$ cat src/verilog/bbap_params.svh
`ifndef BBAP_PARAMS_SVH
`define BBAP_PARAMS_SVH
`define BBAP_UPPER_W 16
`define BBAP_LOWER_W 16
`define BBAP_WORD_LSB 1
`define BBAP_WORD_MSB 3
`define BBAP_LATCH_LSB 4
`define BBAP_WORD_W 3
`define BBAP_BURST_W 4
`define BBAP_DIV_RST 1'b0
`define BBAP_ONE_WORD 3'h1
`define BBAP_ONE_CNT 4'h1
`define BBAP_ZERO_CNT 4'h0
`endif

$ cat src/verilog/bbap_pkg.sv
`default_nettype none
package bbap_pkg;
    typedef enum logic [4:0] {
        BBAP_IDLE = 5'b00001,
        BBAP_ADDR = 5'b00010,
        BBAP_DATA = 5'b00100,
        BBAP_WAIT = 5'b01000,
        BBAP_HOLD = 5'b10000
    } bbap_state_t;
endpackage : bbap_pkg
`default_nettype wire

$ cat src/verilog/bbap_bus_master.sv
// Behaviour
// - Internal processor clock is the double-rate input divided by two.
// - Upper sixteen address lines held valid for the whole burst.
// - Low address then data share the same bidirectional lines.
// - Word address bits increment to the next half-word each burst step.
// - Word address bits equal shared lines 3 to 1 during address cycle.
// - Address latch strobe high in address state, low before data state.
// - Address latch strobe floats during bus hold state.
// - Address status low in address state, high in following data state.
// - Address status held high during reset.
// - Write/read indication presented in each address state.
// - Write/read held in a register through all data states.
// - Data state stretched by wait states until ready is seen and, for reads, the buffer has room.
// - Data enable low in data states; outside drives lines only then.
// - Direction low for reads, high for writes, in address and data states.
`include "bbap_params.svh"
`default_nettype none
module bbap_bus_master
    import bbap_pkg::*;
#(
    parameter int UPPER_W = `BBAP_UPPER_W,
    parameter int LOWER_W = `BBAP_LOWER_W
) (
    input wire logic double_rate_clock_in,
    input wire logic rstn,
    // Request side
    input wire logic req_valid,
    output logic req_ready,
    input wire logic [31:0] req_addr,
    input wire logic req_write,
    input wire logic [`BBAP_BURST_W-1:0] req_count,
    input wire logic [LOWER_W-1:0] wr_data,
    output logic wr_data_ready,
    // Read data side, two-entry buffer
    output logic rd_valid,
    input wire logic rd_ready,
    output logic [LOWER_W-1:0] rd_data,
    // Hold request from another master
    input wire logic hold_req,
    output logic hold_ack,
    // Bus pins
    output logic [UPPER_W-1:0] upper_address_lines,
    output logic [LOWER_W-1:0] shared_addr_data_lines_out,
    output logic shared_addr_data_lines_oe_n,
    input wire logic [LOWER_W-1:0] shared_addr_data_lines_in,
    output logic [`BBAP_WORD_W-1:0] word_address_bits,
    output logic ale,
    output logic ale_oe_n,
    output logic address_status_n,
    output logic data_enable_n,
    output logic transfer_direction,
    output logic write_read,
    input wire logic ready_n
);
    // ------------------------------------------------------------
    // Clock divider
    // ------------------------------------------------------------
    logic phase;
    always_ff @(posedge double_rate_clock_in or negedge rstn) begin
        if (!rstn) begin
            phase <= `BBAP_DIV_RST;
        end else begin
            phase <= ~phase;
        end
    end
    wire logic step = phase;

    // ------------------------------------------------------------
    // Input synchronisers
    // ------------------------------------------------------------
    logic [LOWER_W-1:0] din_s1, din_s2;
    logic rdy_s1, rdy_s2, hold_s1, hold_s2;
    always_ff @(posedge double_rate_clock_in or negedge rstn) begin
        if (!rstn) begin
            din_s1 <= '0;
            din_s2 <= '0;
            rdy_s1 <= 1'b1;
            rdy_s2 <= 1'b1;
            hold_s1 <= 1'b0;
            hold_s2 <= 1'b0;
        end else begin
            din_s1 <= shared_addr_data_lines_in;
            din_s2 <= din_s1;
            rdy_s1 <= ready_n;
            rdy_s2 <= rdy_s1;
            hold_s1 <= hold_req;
            hold_s2 <= hold_s1;
        end
    end

    // ------------------------------------------------------------
    // Read buffer
    // ------------------------------------------------------------
    logic [LOWER_W-1:0] buf_mem [2];
    logic buf_wp, buf_rp;
    logic [1:0] buf_cnt;
    logic buf_push, buf_pop;
    wire logic buf_full = (buf_cnt == 2'h2);
    assign rd_valid = (buf_cnt != 2'h0);
    assign rd_data = buf_mem[buf_rp];
    assign buf_pop = rd_valid && rd_ready;
    always_ff @(posedge double_rate_clock_in or negedge rstn) begin
        if (!rstn) begin
            buf_wp <= 1'b0;
            buf_rp <= 1'b0;
            buf_cnt <= 2'h0;
            buf_mem[0] <= '0;
            buf_mem[1] <= '0;
        end else begin
            if (buf_push) begin
                buf_mem[buf_wp] <= din_s2;
                buf_wp <= ~buf_wp;
            end
            if (buf_pop) begin
                buf_rp <= ~buf_rp;
            end
            buf_cnt <= buf_cnt + {1'b0, buf_push} - {1'b0, buf_pop};
        end
    end

    // ------------------------------------------------------------
    // Bus state machine
    // ------------------------------------------------------------
    bbap_state_t state, next_state;
    logic [`BBAP_BURST_W-1:0] left;
    logic wr_q;
    logic [UPPER_W-1:0] up_q;
    logic [LOWER_W-1:0] lo_q;
    logic [`BBAP_WORD_W-1:0] word_q;
    logic [LOWER_W-1:0] wd_q;

    wire logic ready_seen = !rdy_s2;
    // Ready must be seen; reads must also have buffer room
    wire logic can_xfer = ready_seen && (wr_q || !buf_full);
    wire logic last = (left == `BBAP_ONE_CNT);

    always_comb begin
        next_state = state;
        case (state)
            BBAP_IDLE: begin
                if (hold_s2) begin
                    next_state = BBAP_HOLD;
                end else if (req_valid) begin
                    next_state = BBAP_ADDR;
                end
            end
            BBAP_ADDR: next_state = BBAP_DATA;
            BBAP_DATA, BBAP_WAIT: begin
                if (!can_xfer) begin
                    next_state = BBAP_WAIT;
                end else if (last) begin
                    next_state = hold_s2 ? BBAP_HOLD : BBAP_IDLE;
                end else begin
                    next_state = BBAP_DATA;
                end
            end
            BBAP_HOLD: begin
                if (!hold_s2) begin
                    next_state = BBAP_IDLE;
                end
            end
            default: next_state = BBAP_IDLE;
        endcase
    end

    wire logic in_data = (state == BBAP_DATA) || (state == BBAP_WAIT);
    wire logic xfer = step && in_data && can_xfer;
    assign req_ready = step && (state == BBAP_IDLE) && !hold_s2;
    assign wr_data_ready = xfer && wr_q;
    assign buf_push = xfer && !wr_q;
    assign hold_ack = (state == BBAP_HOLD);

    always_ff @(posedge double_rate_clock_in or negedge rstn) begin
        if (!rstn) begin
            state <= BBAP_IDLE;
        end else if (step) begin
            state <= next_state;
        end
    end

    always_ff @(posedge double_rate_clock_in or negedge rstn) begin
        if (!rstn) begin
            left <= `BBAP_ZERO_CNT;
            wr_q <= 1'b0;
            up_q <= '0;
            lo_q <= '0;
            word_q <= '0;
        end else if (req_valid && req_ready) begin
            left <= (req_count == `BBAP_ZERO_CNT) ? `BBAP_ONE_CNT : req_count;
            wr_q <= req_write;
            up_q <= req_addr[31:LOWER_W];
            lo_q <= req_addr[LOWER_W-1:0];
            word_q <= req_addr[`BBAP_WORD_MSB:`BBAP_WORD_LSB];
        end else if (xfer) begin
            left <= left - `BBAP_ONE_CNT;
            word_q <= word_q + `BBAP_ONE_WORD;
        end
    end

    always_ff @(posedge double_rate_clock_in or negedge rstn) begin
        if (!rstn) begin
            wd_q <= '0;
        end else if (req_valid && req_ready) begin
            wd_q <= wr_data;
        end else if (xfer && wr_q) begin
            wd_q <= wr_data;
        end
    end

    // ------------------------------------------------------------
    // Pin drive
    // ------------------------------------------------------------
    wire logic is_addr = (state == BBAP_ADDR);
    assign upper_address_lines = up_q;
    assign word_address_bits = word_q;
    // Address first, then write data or released for reads
    assign shared_addr_data_lines_out = is_addr ? lo_q : wd_q;
    assign shared_addr_data_lines_oe_n = !(is_addr || (in_data && wr_q));
    assign ale = is_addr && !phase;
    assign ale_oe_n = (state == BBAP_HOLD);
    assign address_status_n = !is_addr;
    assign data_enable_n = !in_data;
    assign write_read = wr_q;
    assign transfer_direction = (is_addr || in_data) ? wr_q : 1'b1;

    // ------------------------------------------------------------
    // Checks
    // ------------------------------------------------------------
    property p_as_addr;
        @(posedge double_rate_clock_in) disable iff (!rstn)
        (state == BBAP_ADDR) |-> !address_status_n && data_enable_n;
    endproperty
    a_as_addr: assert property (p_as_addr) else $error("status wrong in address");

    property p_ale_data;
        @(posedge double_rate_clock_in) disable iff (!rstn)
        in_data |-> !ale && address_status_n;
    endproperty
    a_ale_data: assert property (p_ale_data) else $error("strobe in data");

    property p_ale_hold;
        @(posedge double_rate_clock_in) disable iff (!rstn)
        (state == BBAP_HOLD) |-> ale_oe_n && data_enable_n;
    endproperty
    a_ale_hold: assert property (p_ale_hold) else $error("strobe driven in hold");

    property p_mux;
        @(posedge double_rate_clock_in) disable iff (!rstn)
        is_addr |-> shared_addr_data_lines_out[`BBAP_WORD_MSB:`BBAP_WORD_LSB]
            == word_address_bits;
    endproperty
    a_mux: assert property (p_mux) else $error("word bits mismatch");

    property p_wait;
        @(posedge double_rate_clock_in) disable iff (!rstn)
        (step && in_data && !ready_seen) |=> (state == BBAP_WAIT);
    endproperty
    a_wait: assert property (p_wait) else $error("no wait state");

    property p_wr_stable;
        @(posedge double_rate_clock_in) disable iff (!rstn)
        (in_data && $past(in_data)) |-> $stable(write_read);
    endproperty
    a_wr_stable: assert property (p_wr_stable) else $error("write/read changed");

    property p_incr;
        @(posedge double_rate_clock_in) disable iff (!rstn)
        xfer |=> word_address_bits == $past(word_address_bits) + `BBAP_ONE_WORD;
    endproperty
    a_incr: assert property (p_incr) else $error("word address not incremented");

    property p_div;
        @(posedge double_rate_clock_in) disable iff (!rstn)
        step |=> !step ##1 step;
    endproperty
    a_div: assert property (p_div) else $error("divider broken");

    property p_dir;
        @(posedge double_rate_clock_in) disable iff (!rstn)
        in_data |-> transfer_direction == write_read;
    endproperty
    a_dir: assert property (p_dir) else $error("direction wrong");

    property p_seq;
        @(posedge double_rate_clock_in) disable iff (!rstn)
        (step && is_addr) |=> in_data;
    endproperty
    a_seq: assert property (p_seq) else $error("address not followed by data");

    property p_upper_hold;
        @(posedge double_rate_clock_in) disable iff (!rstn)
        in_data |-> $stable(upper_address_lines);
    endproperty
    a_upper_hold: assert property (p_upper_hold) else $error("upper lines moved");

    property p_rd_release;
        @(posedge double_rate_clock_in) disable iff (!rstn)
        (in_data && !write_read) |-> shared_addr_data_lines_oe_n && !data_enable_n;
    endproperty
    a_rd_release: assert property (p_rd_release) else $error("lines driven in read");

    property p_wr_addr;
        @(posedge double_rate_clock_in) disable iff (!rstn)
        is_addr |-> transfer_direction == write_read && !shared_addr_data_lines_oe_n;
    endproperty
    a_wr_addr: assert property (p_wr_addr) else $error("address state drive wrong");
endmodule : bbap_bus_master
`default_nettype wire

$ cat config.mk
export PLATFORM = sky130hd
export DESIGN_NAME = bbap_bus_master
export DESIGN_NICKNAME = d
export VERILOG_FILES = /design/src/verilog/bbap_pkg.sv /design/src/verilog/bbap_bus_master.sv
export VERILOG_INCLUDE_DIRS = /design/src /design/src/verilog
export SDC_FILE = /design/constraint.sdc
export NUM_CORES = 1
export LEC_CHECK = 0
export BUFFER_PORTS_ARGS = -buffer_cell sky130_fd_sc_hd__buf_4
export CAP_MARGIN = 20
export CORE_ASPECT_RATIO = 0.75
export CORE_MARGIN = 1
export CORE_UTILIZATION = 55
export CTS_CLUSTER_DIAMETER = 60
export DETAILED_ROUTE_END_ITERATION = 16
export HOLD_SLACK_MARGIN = 0.1
export PLACE_DENSITY = 0.82
export SYNTH_ARGS = -nofsm -noshare
export SYNTH_HDL_FRONTEND = slang
export SYNTH_SLANG_ARGS = --single-unit
$ cat constraint.sdc
create_clock -name double_rate_clock_in -period 3.8 [get_ports double_rate_clock_in]
set_input_delay 0 -clock double_rate_clock_in [delete_from_list [all_inputs] [get_ports double_rate_clock_in]]
set_output_delay 0 -clock double_rate_clock_in [all_outputs]
set_load 0.02 [all_outputs]
* Word-level counts from Yosys, hierarchy flattened
Index checks and enable logic that the tools add are counted.
Storage, ports and cells: output and inout bits 62, word-level logic and storage cells 92, bits in registers 134, input bits 75
Operators by class: reduce and logical (&&, ||, !) cells 30, equal/unequal tests 9, mux-type cells 22, $add $sub $neg 4, magnitude comparators 3, bitwise logic cells 5
Operators with widths (number):
- $mux 16 | 7
- $bwmux 32 | 1
- $mux 5 | 6
- $pmux 5 s4 | 1
- $demux 16 s1 | 1
- $logic_and 1x1->1 | 12
- $mux 4 | 3
- $logic_not 1->1 | 8
- $mux 3 | 2
- $reduce_bool 2->1 | 3
- $eq 5x1->1 const B | 1
- $eq 5x2->1 const B | 1
- $eq 5x3->1 const B | 1
- $eq 5x4->1 const B | 1
- $eq 5x5->1 const B | 1
- $eq 4x1->1 const B | 1
- $ge 2x2->1 const B | 2
- $logic_not 4->1 | 1
- $logic_or 1x1->1 | 4
- $not 1->2 | 2
- $sub 4x1->4 const B | 1
- $add 3x1->3 const B | 1
- $ne 3x3->1 const B | 1
- $not 1->1 | 3
- 8 further kinds | 8

* Logic depth before layout (Yosys ltp)
depth in word-level cells 8, gate-level depth with buffers 7, gate-level depth less buffers 6

* Least setup slack after synthesis
Ideal clock, no wire load.
path type register to register, from reg state[1], to reg buf_mem[21] (netlist name), setup time 0.125 ns, arrival 1.841 ns, buffers on the path 2, slack 1.835 ns, period minus slack after synthesis 1.965 ns, data required time 3.675 ns, stages on the path, launching flop included 7, cells stage by stage dfrtp_1 > buf_6 > nor4_1 > nand4_1 > nor2_2 > buf_4 > mux2_2
On the way: longest elaborated chain between the ends 5, elaborated cells between the ends (all ways) 6, those cells by class 2 x eq/ne; 4 x reduce/logical
RTL lines:
- start, declared | line bbap_bus_master.sv:124 | bbap_state_t state, next_state;
- start signal, assigned | line bbap_bus_master.sv:177 | state <= next_state;
- $eq 5x3->1 / $eq 5x4->1 (equally long branches) | line bbap_bus_master.sv:166 | wire logic in_data = (state == BBAP_DATA) || (state == BBAP_WAIT);
- $logic_or 1x1->1 (*) | line bbap_bus_master.sv:166
- $logic_and 1x1->1 (*) (2 in a row) | line bbap_bus_master.sv:167 | wire logic xfer = step && in_data && can_xfer;
- $logic_and 1x1->1 (*) | line bbap_bus_master.sv:170 | assign buf_push = xfer && !wr_q;
- end signal, assigned by index | line bbap_bus_master.sv:111 | buf_mem[buf_wp] <= din_s2;
- end, declared | line bbap_bus_master.sv:94 | logic [LOWER_W-1:0] buf_mem [2];
Mark *: on every way between the ends. The rest lies on a longest branch, timed or not. A chain may end at the register's enable or synchronous reset.

* Worst setup path after layout
from reg state[4], to reg buf_mem[26] (netlist name)
Same word-level chain as after synthesis.

==> qor.yml <==
global_routing:
  grt_pass1_wl_mm: 22.16
  grt_pass1_vias: 4453
  gr-usage-all-layers_pct: 29.32
  antenna_found_initial: 0
  grt_overflow_total: 0
  grt_max_degree: 102
synthesis:
  synthFlopType: "dfrtp_1"
  synth_area_per_cell_sq_um: 12.65
  syn_nets: 511
  synth.top_cells.by_area: "dfrtp_1 (60%), mux2_2 (14%), nand2_1 (7.4%)"
  yosys_warnings: 0
  synthDominantCellAreaShare_pct: 59.98
  yosysMostFrequentCell: "dfrtp_1"
  yosys.area.top_type: "dfrtp_1"
  synth_seq_cells: 134
  synth_cell_types: 51
  synth_commonest_cells: "dfrtp_1 (131), nand2_1 (108), mux2_2 (70), mux2_4 (10), clkbuf_1 (9)"
  netlist_instances: 432
  synthArstFlopShare_pct: 100.0
  yosysSeqAreaShare_pct: 61.42
  synth_area_sq_mm: 0.005465
  synth_edf_count: 0
sta:
  slew_violations: 0
  slew_headroom_pct: 36.68
  finalCritPeriodShare_pct: 66.29
  skew_ns: 0.009501
  fin_crit_ns: 2.519
  hold_ws_ns: 0.2373
  fmax_mhz: 397.0
  rsz0062_at_grt: "false"
  timing.setup.tns_ns: 0
  tightestPinTransition_ns: 0.9475
  setup_viol: 0
  hold_viol_final: 0
power_and_ir_drop:
  p_sw_share_pct: 33.28
  p_per_area_mw_per_mm2: 725.9
  leakage_uw: 0.003932
  combPwrFrac_pct: 32.4
  netSwitchingPower_uw: 1912
  p_seq_share_pct: 37.3
  p_int_uw: 3834
  vdd_drop_max_mv: 0.5051
  p_clk_share_pct: 30.3
place:
  place_congestion: 0.7802
  port_buffers: 136
  dp_hpwl_mm: 7.676
  placed_cell_area_sq_mm: 0.006555
  place_inst: 680
die:
  dieArea_sq_mm: 0.01034
  ios: 137
  rows: 31
  die_y_um: 88.33
  start_util_pct: 56.59
  core_sq_mm: 0.009658
  dieWidth_um: 117.1
finish:
  final_cells: 784
  fin_util_pct: 81.97
  drive_gt1_share_pct: 40.18
  stdcell_area_sq_mm: 0.007916
  nNetsFinal: 719
  insertedDiodeCount: 0
  synthToLayoutAreaGrowth_pct: 44.85
  fill_cells: 490
clock_network:
  cts_made_buffers: 17
  clkSinkCount: 134
  root_buffer: "clkbuf_16"
  clkTransAtPathRegs_ns: 0.06
  clk_latency_ns: 0.41
  cts_buffer_depth: 2
  cts_tree: "built"
  htreeDepth: 4
setup_path:
  endpoint_kind: "flip-flop"
  worstPathArrival_ns: 2.80
  path_class: "reg2reg"
  cp_max_fo: 16
  critPathLaunchType: "flip-flop"
  critPathRequiredTime_ns: 4.08
outcome:
  status: "finished clean"
detailed_routing:
  drt_iter0_drc: 258
  vias: 4177
  final_antenna_net_count: 0
  wl_mm: 14.24
  first_pass_iters: 5
  viasPerCell: 5.328
  post_drt_wl_per_cell_um: 18.16
  drc: 0
worst_hold_path:
  hold_class: "in2reg"
job:
  max_cap_violations: 0
==> layout make-up <==
cell class | count | area (sq um) | share of cell area (%)
Sequential cell | 134 | 3357 | 42.41
Multi-Input combinational cell | 268 | 1959 | 24.75
Timing Repair Buffer | 212 | 1778 | 22.46
Clock buffer | 19 | 452.9 | 5.722
Clock inverter | 12 | 177.7 | 2.244
Tap cell | 132 | 165.2 | 2.086
Inverter | 7 | 26.28 | 0.3319
==> repair_timing <==
action,4_1_cts,5_1_grt
setup endpoints to repair,0,0
hold endpoints to repair,172,0
setup buffers,0,0
gates resized for setup,0,0
hold buffers,73,0
==> worst max-delay path, stage by stage, from the launching register on <==
cell,delay (ns)
dfrtp_1,0.45
nor4_1,0.48
nand4_1,0.30
nor2_2,0.73
mux2_2,0.43
==> power by group through the flow <==
stage,registers (uW),clock network (uW),logic [uW]
global route,2190,1830,1990
floorplan,2130,0,1060
finish,2150,1740,1860
CTS,2120,1750,1810
global placement,2110,0,1690
detailed placement,2130,0,1740
==> layout by cell type (no fill, tap or decap), types with 2 or more instances in the layout <==
cell | synthesis | layout
buf_4 | 2 | 138
dfrtp_1 | 131 | 131
nand2_1 | 108 | 108
dlygate4sd3_1 | 0 | 73
mux2_2 | 70 | 70
clkbuf_16 | 0 | 17
mux2_4 | 10 | 10
o21ai_0 | 8 | 8
inv_1 | 7 | 7
nand3_1 | 7 | 7
nor4_1 | 5 | 5
xnor2_1 | 5 | 5
nor3b_1 | 4 | 4
ha_1 | 4 | 4
clkinvlp_4 | 0 | 4
bufinv_16 | 0 | 4
xor2_1 | 3 | 3
nor2_1 | 3 | 3
o211ai_1 | 3 | 3
dfstp_2 | 3 | 3
or4_1 | 2 | 2
nand2b_1 | 2 | 2
a41oi_1 | 2 | 2
nand4_1 | 2 | 2
nor3_2 | 2 | 2
and4_1 | 2 | 2
a21oi_1 | 2 | 2
clkinv_2 | 0 | 2
clkbuf_8 | 0 | 2
clkinv_4 | 0 | 2
==> metrics by stage <==
step                worst slack [ns]  total power [uW]
floorplan                      1.835              3186
global placement               1.435              3797
detailed placement             1.334              3868
CTS                            1.300              5677
global route                   1.057              6008
finish                         1.281              5747
==> cell families after synthesis <==
family | after synthesis | synth area share (%)
flops | 134 | 61.42
mux | 81 | 17.35
buf+inv | 30 | 2.724
xor+xnor | 9 | 1.580
simple gates | 150 | 12.87
fa+ha+maj | 4 | 0.9158
compound gates | 24 | 3.137
==> per-layer routing <==
metal  GRT usage (%)  vias up  share of wire [%]  wire length, um
met5               0        -                  0                0
met4           14.61        0                3.7              522
met3           8.082       57                6.6              941
met2           49.76      182                 50             7112
met1           34.82     2063                 40             5665
li1                -     1875                  -                -
==> final timing paths <==
path | from | end | slack, ns | cells past startpoint
worst max-delay path | state[4]$_DFFE_PN0P_ | buf_mem[26]$_DFFE_PN0P_ | 1.28 | 4
worst min register to register | din_s1[9]$_DFF_PN0_ | din_s2[9]$_DFF_PN0_ | 0.35 | 0
worst min-delay path | req_valid | left[1]$_DFFE_PN0P_ | 0.24 | 4
worst max register to register | state[4]$_DFFE_PN0P_ | buf_mem[26]$_DFFE_PN0P_ | 1.28 | 4
max in group asynchronous | rstn | din_s2[9]$_DFF_PN0_ | 2.55 | 3
min in group asynchronous | rstn | upper_address_lines[0]$_DFFE_PN0P_ | 0.25 | 2
==> flip-flops by register name, summed over array words and instances (netlist names), 2 cells and up <==
name / count
buf_cnt: 2
left: 4
buf_mem: 32
upper_address_lines: 16
lo_q: 16
din_s1: 16
din_s2: 16
state: 5
wd_q: 16
word_address_bits: 3
Note: power is estimated with default switching activity, not from simulation.
